`src/timer_irq_consts.svh`:
```
`ifndef TIMER_IRQ_CONSTS_SVH
`define TIMER_IRQ_CONSTS_SVH

// register offsets on the plain port
`define TIMER_IRQ_CONTROL_OFFSET 4'h0
`define TIMER_IRQ_CLEAR_OFFSET 4'h1

// control register layout: enables in 7..4, pending flags in 3..0
`define PENDING_LSB 0
`define ENABLE_LSB 4
`define CONTROL_RESET 8'h00

// clear register: reads as all ones, only bits 3..0 act
`define CLEAR_READ_VALUE 8'hFF
`define CLEAR_ACTIVE_MASK 8'h0F

// value read back from an unmapped address
`define UNMAPPED_READ_VALUE 8'h00

`endif

```
`src/timer_irq_pkg.sv`:
```
package timer_irq_pkg;

	// one bit for each interrupt source, d down to a
	typedef struct packed {
		logic src_d;
		logic src_c;
		logic src_b;
		logic src_a;
	} src_bits_t;

	// register port request from the cpu side
	typedef struct packed {
		logic [3:0] addr;
		logic [7:0] wdata;
		logic wr;
		logic rd;
	} reg_req_t;

endpackage : timer_irq_pkg

```
`src/timer_irq_pending_clear.sv`:
```
// Local design decisions: the plain strobed port and the placing of the registers.
`timescale 1ns/1ns
`include "timer_irq_consts.svh"
module timer_irq_pending_clear
	import timer_irq_pkg::*;
(
	input wire logic sys_clk,
	input wire logic reset,
	input wire reg_req_t reg_req,
	output logic [7:0] reg_rdata,
	input wire src_bits_t hw_event,
	output src_bits_t pending,
	output logic timer_irq
);

	// decode of one register address; read and write paths share it
	function automatic logic hit(input logic [3:0] a, input logic [3:0] off);
		hit = (a == off);
	endfunction : hit

	// pick the four-bit field that starts at a given bit of a byte
	function automatic src_bits_t field_of(input logic [7:0] b, input int lsb);
		field_of = src_bits_t'(b[lsb +: 4]);
	endfunction : field_of

	// reset and read-back values; reset splits into the two control halves
	localparam logic [7:0] CTL_RESET = `CONTROL_RESET;
	localparam logic [7:0] CLR_READ = `CLEAR_READ_VALUE;
	localparam logic [7:0] UNMAPPED_READ = `UNMAPPED_READ_VALUE;
	localparam logic [7:0] CLR_MASK = `CLEAR_ACTIVE_MASK;
	localparam src_bits_t PEND_RESET = src_bits_t'(CTL_RESET[`PENDING_LSB +: 4]);
	localparam src_bits_t EN_RESET = src_bits_t'(CTL_RESET[`ENABLE_LSB +: 4]);

	// address decode and register strobes
	logic ctl_sel;
	logic clr_sel;
	logic ctl_wr;
	logic clr_wr;
	logic ctl_rd;
	logic clr_rd;
	src_bits_t sw_set;
	src_bits_t sw_clear;
	src_bits_t wr_enable;

	// per-source set and clear requests
	logic set_req_a;
	logic set_req_b;
	logic set_req_c;
	logic set_req_d;
	logic clr_req_a;
	logic clr_req_b;
	logic clr_req_c;
	logic clr_req_d;

	// per-source flag and enable state
	logic src_a_pending_ff;
	logic src_b_pending_ff;
	logic src_c_pending_ff;
	logic src_d_pending_ff;
	logic nxt_src_a_pending;
	logic nxt_src_b_pending;
	logic nxt_src_c_pending;
	logic nxt_src_d_pending;
	logic src_a_enable_ff;
	logic src_b_enable_ff;
	logic src_c_enable_ff;
	logic src_d_enable_ff;
	logic nxt_src_a_enable;
	logic nxt_src_b_enable;
	logic nxt_src_c_enable;
	logic nxt_src_d_enable;

	// per-source request terms, packed views and the read path
	logic src_a_irq;
	logic src_b_irq;
	logic src_c_irq;
	logic src_d_irq;
	src_bits_t pending_bits;
	src_bits_t enable_bits;
	logic [7:0] nxt_rdata;
	logic [7:0] rdata_ff;

	// address decode; each address selects at most one register
	always_comb begin
		ctl_sel = 1'b0;
		clr_sel = 1'b0;
		if (hit(reg_req.addr, `TIMER_IRQ_CONTROL_OFFSET)) begin
			ctl_sel = 1'b1;
		end else if (hit(reg_req.addr, `TIMER_IRQ_CLEAR_OFFSET)) begin
			clr_sel = 1'b1;
		end
	end

	// strobes qualified by the decode
	assign ctl_wr = reg_req.wr && ctl_sel;
	assign clr_wr = reg_req.wr && clr_sel;
	assign ctl_rd = reg_req.rd && ctl_sel;
	assign clr_rd = reg_req.rd && clr_sel;

	// ones written to the pending field set flags; zeros there are ignored
	assign sw_set = ctl_wr ? field_of(reg_req.wdata, `PENDING_LSB) : '0;
	// clear bits 3..0 act on d..a; reserved bits are masked off
	assign sw_clear = clr_wr ? field_of(reg_req.wdata & CLR_MASK, 0) : '0;
	// enable field of a control write
	assign wr_enable = field_of(reg_req.wdata, `ENABLE_LSB);

	// a flag is set by its hardware event or by a software one
	assign set_req_a = sw_set.src_a | hw_event.src_a;
	assign set_req_b = sw_set.src_b | hw_event.src_b;
	assign set_req_c = sw_set.src_c | hw_event.src_c;
	assign set_req_d = sw_set.src_d | hw_event.src_d;

	// a flag is dropped only through the clear register
	assign clr_req_a = sw_clear.src_a;
	assign clr_req_b = sw_clear.src_b;
	assign clr_req_c = sw_clear.src_c;
	assign clr_req_d = sw_clear.src_d;

	// source a next value: clear first, so a set in the same cycle wins
	always_comb begin
		nxt_src_a_pending = src_a_pending_ff;
		if (clr_req_a) begin
			nxt_src_a_pending = 1'b0;
		end
		if (set_req_a) begin
			nxt_src_a_pending = 1'b1;
		end
	end

	// source b next value
	always_comb begin
		nxt_src_b_pending = src_b_pending_ff;
		if (clr_req_b) begin
			nxt_src_b_pending = 1'b0;
		end
		if (set_req_b) begin
			nxt_src_b_pending = 1'b1;
		end
	end

	// source c next value
	always_comb begin
		nxt_src_c_pending = src_c_pending_ff;
		if (clr_req_c) begin
			nxt_src_c_pending = 1'b0;
		end
		if (set_req_c) begin
			nxt_src_c_pending = 1'b1;
		end
	end

	// source d next value
	always_comb begin
		nxt_src_d_pending = src_d_pending_ff;
		if (clr_req_d) begin
			nxt_src_d_pending = 1'b0;
		end
		if (set_req_d) begin
			nxt_src_d_pending = 1'b1;
		end
	end

	// source a pending flag
	always_ff @(posedge sys_clk or posedge reset) begin
		if (reset) begin
			src_a_pending_ff <= PEND_RESET.src_a;
		end else begin
			src_a_pending_ff <= nxt_src_a_pending;
		end
	end

	// source b pending flag
	always_ff @(posedge sys_clk or posedge reset) begin
		if (reset) begin
			src_b_pending_ff <= PEND_RESET.src_b;
		end else begin
			src_b_pending_ff <= nxt_src_b_pending;
		end
	end

	// source c pending flag
	always_ff @(posedge sys_clk or posedge reset) begin
		if (reset) begin
			src_c_pending_ff <= PEND_RESET.src_c;
		end else begin
			src_c_pending_ff <= nxt_src_c_pending;
		end
	end

	// source d pending flag
	always_ff @(posedge sys_clk or posedge reset) begin
		if (reset) begin
			src_d_pending_ff <= PEND_RESET.src_d;
		end else begin
			src_d_pending_ff <= nxt_src_d_pending;
		end
	end

	// source a enable: plain storage written with the control byte
	always_comb begin
		nxt_src_a_enable = src_a_enable_ff;
		if (ctl_wr) begin
			nxt_src_a_enable = wr_enable.src_a;
		end
	end

	// source b enable
	always_comb begin
		nxt_src_b_enable = src_b_enable_ff;
		if (ctl_wr) begin
			nxt_src_b_enable = wr_enable.src_b;
		end
	end

	// source c enable
	always_comb begin
		nxt_src_c_enable = src_c_enable_ff;
		if (ctl_wr) begin
			nxt_src_c_enable = wr_enable.src_c;
		end
	end

	// source d enable
	always_comb begin
		nxt_src_d_enable = src_d_enable_ff;
		if (ctl_wr) begin
			nxt_src_d_enable = wr_enable.src_d;
		end
	end

	// source a enable register
	always_ff @(posedge sys_clk or posedge reset) begin
		if (reset) begin
			src_a_enable_ff <= EN_RESET.src_a;
		end else begin
			src_a_enable_ff <= nxt_src_a_enable;
		end
	end

	// source b enable register
	always_ff @(posedge sys_clk or posedge reset) begin
		if (reset) begin
			src_b_enable_ff <= EN_RESET.src_b;
		end else begin
			src_b_enable_ff <= nxt_src_b_enable;
		end
	end

	// source c enable register
	always_ff @(posedge sys_clk or posedge reset) begin
		if (reset) begin
			src_c_enable_ff <= EN_RESET.src_c;
		end else begin
			src_c_enable_ff <= nxt_src_c_enable;
		end
	end

	// source d enable register
	always_ff @(posedge sys_clk or posedge reset) begin
		if (reset) begin
			src_d_enable_ff <= EN_RESET.src_d;
		end else begin
			src_d_enable_ff <= nxt_src_d_enable;
		end
	end

	// read value for the addressed register; clear register holds nothing
	always_comb begin
		nxt_rdata = 8'h00; // idle between reads
		if (ctl_rd) begin
			nxt_rdata = {enable_bits, pending_bits};
		end else if (clr_rd) begin
			nxt_rdata = CLR_READ;
		end else if (reg_req.rd) begin
			nxt_rdata = UNMAPPED_READ;
		end
	end

	// read data register: stands for one cycle after the strobe only
	always_ff @(posedge sys_clk or posedge reset) begin
		if (reset) begin
			rdata_ff <= 8'h00;
		end else begin
			rdata_ff <= nxt_rdata;
		end
	end

	// packed views of the per-source state
	assign pending_bits = {src_d_pending_ff, src_c_pending_ff, src_b_pending_ff, src_a_pending_ff};
	assign enable_bits = {src_d_enable_ff, src_c_enable_ff, src_b_enable_ff, src_a_enable_ff};

	// per-source request terms; d is gated by its own enable like the rest
	assign src_a_irq = src_a_pending_ff & src_a_enable_ff;
	assign src_b_irq = src_b_pending_ff & src_b_enable_ff;
	assign src_c_irq = src_c_pending_ff & src_c_enable_ff;
	assign src_d_irq = src_d_pending_ff & src_d_enable_ff;

	// one level request line
	assign timer_irq = src_a_irq | src_b_irq | src_c_irq | src_d_irq;

	// outputs
	assign pending = pending_bits;
	assign reg_rdata = rdata_ff;

endmodule : timer_irq_pending_clear

```
`config.mk`:
```
export PLATFORM = sky130hd
export DESIGN_NAME = timer_irq_pending_clear
export DESIGN_NICKNAME = d
export VERILOG_FILES = /design/src/timer_irq_pkg.sv /design/src/timer_irq_pending_clear.sv
export VERILOG_INCLUDE_DIRS = /design/src
export SDC_FILE = /design/constraint.sdc
export NUM_CORES = 1
export LEC_CHECK = 0
export BUFFER_PORTS_ARGS = -buffer_cell sky130_fd_sc_hd__buf_2
export CAP_MARGIN = 5
export CORE_MARGIN = 2
export CORE_UTILIZATION = 39
export CTS_CLUSTER_SIZE = 20
export DETAILED_ROUTE_END_ITERATION = 10
export PLACE_DENSITY = 0.75
export SYNTH_ARGS = -nofsm -noshare
export SYNTH_HDL_FRONTEND = slang
export SYNTH_SLANG_ARGS = --single-unit
```
`constraint.sdc`:
```
create_clock -name sys_clk -period 0.8 [get_ports sys_clk]
set_input_delay 0.24 -clock sys_clk [delete_from_list [all_inputs] [get_ports sys_clk]]
set_output_delay 0.24 -clock sys_clk [all_outputs]
set_load 0.02 [all_outputs]
```
==> flow_metrics.env <==
export IMPL_synth_async_reset_ratio=1.00
export IMPL_io_pins=33
export IMPL_wirelength_um=1770
export IMPL_syn_nets=69
export IMPL_die_h_um=46.4
export IMPL_ff_latch_area_um2=400
export IMPL_coreArea_um2=1710
export IMPL_dp_hpwl_um=1180
export IMPL_dp_cells=115
export IMPL_cp_max_fo=2
export IMPL_postPlaceCellArea_um2=980
export IMPL_finalCriticalPeriod_ns=1.38
export IMPL_post_route_period_util=1.72
export IMPL_grt_max_degree=17
export IMPL_worstPathArrival_ns=1.14
export IMPL_tns_ns=-6.70
export IMPL_cts_buffers=3
export IMPL_fin_area_um2=1230
export IMPL_synth_flop_cell="dfrtp_1"
export IMPL_cp_num_cells=3
export IMPL_ys_seq_area_frac=0.572
export IMPL_yosysWarnings=0
export IMPL_fin_cells=125
export IMPL_worst_pin_slew_ns=0.220
export IMPL_initial_core_util=0.410
export IMPL_grt_pass1_vias=590
export IMPL_nNetsFinal=121
export IMPL_holdPathStages=2
export IMPL_synthCells=49
export IMPL_antenna_cells=0
export IMPL_via_per_inst=4.94
export IMPL_grt_overflow=0
export IMPL_synth_area_um2=699
export IMPL_cp_slowest_stage_delay_ns=0.41
export IMPL_reg2reg_depth=3
export IMPL_drtAntennaViolNets=0
export IMPL_routed_via_count=618
export IMPL_antenna_found_initial=0
export IMPL_numClockSinks=16
export IMPL_critPathSlowestCell="dfrtp_1"
export IMPL_path_buf_inv=1
export IMPL_skew_ns=0.00414
export IMPL_fp_dieW_um=46.4
export IMPL_final_max_slew_viol_count=0
export IMPL_failed_checks="negative setup slack"
export IMPL_rows=15
export IMPL_critical_path_class="reg -> out"
export IMPL_timing_final_ws_setup_ns=-0.576
export IMPL_wire_per_inst_um=14.1
export IMPL_multi_input_comb_area_um2=283
export IMPL_ir_drop_v=0.000902
export IMPL_cts_root_buffer="clkbuf_4"
export IMPL_rsz0062_at_grt="yes"
export IMPL_drive_gt1_frac=0.720
export IMPL_crit_required_ns=0.56
export IMPL_port_buffers=32
export IMPL_p_total_mw=1.96
export IMPL_fillers=120
export IMPL_yosysMostFrequentCell="dfrtp_1"
export IMPL_ys_types=14
export IMPL_synth_edf_count=0
export IMPL_gr_usage_all_layers=0.183
export IMPL_ctsLongestPathBuffers=2
export IMPL_setup_viol=26
export IMPL_synthToLayoutAreaGrowth_pct=75.5
export IMPL_avgSynthCellArea_um2=14.3
export IMPL_clk_pin_slew_ns=0.09
export IMPL_status="finished, violations left"
export IMPL_yosysTopAreaCell="dfrtp_1"
export IMPL_hold_worst_slack_ns=0.137
export IMPL_synth_commonest_cells="dfrtp_1, o21a_1"
export IMPL_drt_iter0_drc=9
export IMPL_max_clock_freq_mhz=727
export IMPL_hold_class="in -> reg"
export IMPL_synth_area_leaders="dfrtp_1, mux2_4, o21a_1, a221o_2, buf_4"
export IMPL_cp_end_kind="output pin"
export IMPL_start_kind="flip-flop"
export IMPL_relSlewSlack=0.853
export IMPL_h_tree_depth=1
export IMPL_power_density_nw_per_um2=1600
export IMPL_leakagePower_nw=0.586
export IMPL_clk_latency_ns=0.29
export IMPL_maxCapViolCount=0
export IMPL_gp_congestion=0.761
export IMPL_crit_chain="a22oi_2 -> nand2_2 -> buf_6"
export IMPL_hold_viol_final=0
export IMPL_cp_top_family="flip-flops"
export IMPL_synth_top_cell_area_share=0.572
export IMPL_synth_seq_cells=16
export IMPL_drc=0
export IMPL_dr_pass1_iters=4
export IMPL_cts_tree="yes"
export IMPL_dieArea_um2=2150
export IMPL_grt_pass1_wl_um=2660
-- registers in the layout, summed over array words and instances, names as in the netlist --
signal            cells
reg_rdata             8
src_a_enable_ff       1
src_a_pending_ff      1
src_b_enable_ff       1
src_b_pending_ff      1
src_c_enable_ff       1
src_c_pending_ff      1
src_d_enable_ff       1
src_d_pending_ff      1
-- cell families after synthesis --
logic type      synth area share
flops                      0.572
mux                       0.0859
compound gates             0.172
simple gates               0.100
buf+inv                   0.0698
-- final timing paths --
check / from / slack [ns] / to
worst max-delay path: src_a_enable_ff / -0.58 / timer_irq
worst min-delay path: hw_event[2] / 0.14 / src_c_pending_ff
worst max register to register: src_a_pending_ff / -0.29 / src_a_pending_ff
worst min register to register: src_d_pending_ff / 0.61 / src_d_pending_ff
max in group asynchronous: reset / 0.14 / src_d_enable_ff
min in group asynchronous: reset / 0.49 / src_b_pending_ff
-- placed cells by master (no fill, tap or decap), types with 2 or more instances in the layout --
cell and count:
a22oi_2 2, o21a_1 8, mux2_4 4, buf_4 6, nand3_1 2, clkbuf_4 3
buf_6 30, nor4b_4 2, dfrtp_1 16, nand3_2 2, buf_2 16, a221o_2 4
-- worst reg2reg max path, stage by stage, from the launching register on --
cell	delay, ns
dfrtp_1	0.41
buf_6	0.13
buf_6	0.10
a221o_2	0.33
-- repair_timing --
action,4_1_cts,5_1_grt
endpoints found under the hold margin,16,0
pin swaps,6,6
endpoints found under the setup margin,29,29
hold buffers,1,0
setup buffers,3,4
gates resized for setup,37,9
-- routing by layer --
metal  up-vias  part of all wire  track usage
met5         -                 0            0
met4         0             0.024       0.0857
li1        284                 -            -
met2        29              0.51        0.303
met3         4             0.055       0.0275
met1       301              0.41        0.231
-- area by class of cell --
cell class              instances  share of cell area
repair buffers                 53               0.385
flip-flops and latches         16               0.326
multi-input cells              26               0.230
clock buffers                   4              0.0296
well taps                      25              0.0255
inverters                       1             0.00306
-- per-stage QoR --
stage,worst slack [ns],util
6_report,-0.576,0.719
5_1_grt,-0.610,0.719
4_1_cts,-0.538,0.684
3_5_place_dp,-0.645,0.574
3_3_place_gp,-0.603,0.574
2_1_floorplan,-0.474,-
-- where the power goes --
group          internal [mW]  switching (mW)
clock network          0.278           0.253
registers              0.868          0.0517
logic                  0.320           0.192
No activity file was read; power rests on OpenSTA's default activity.
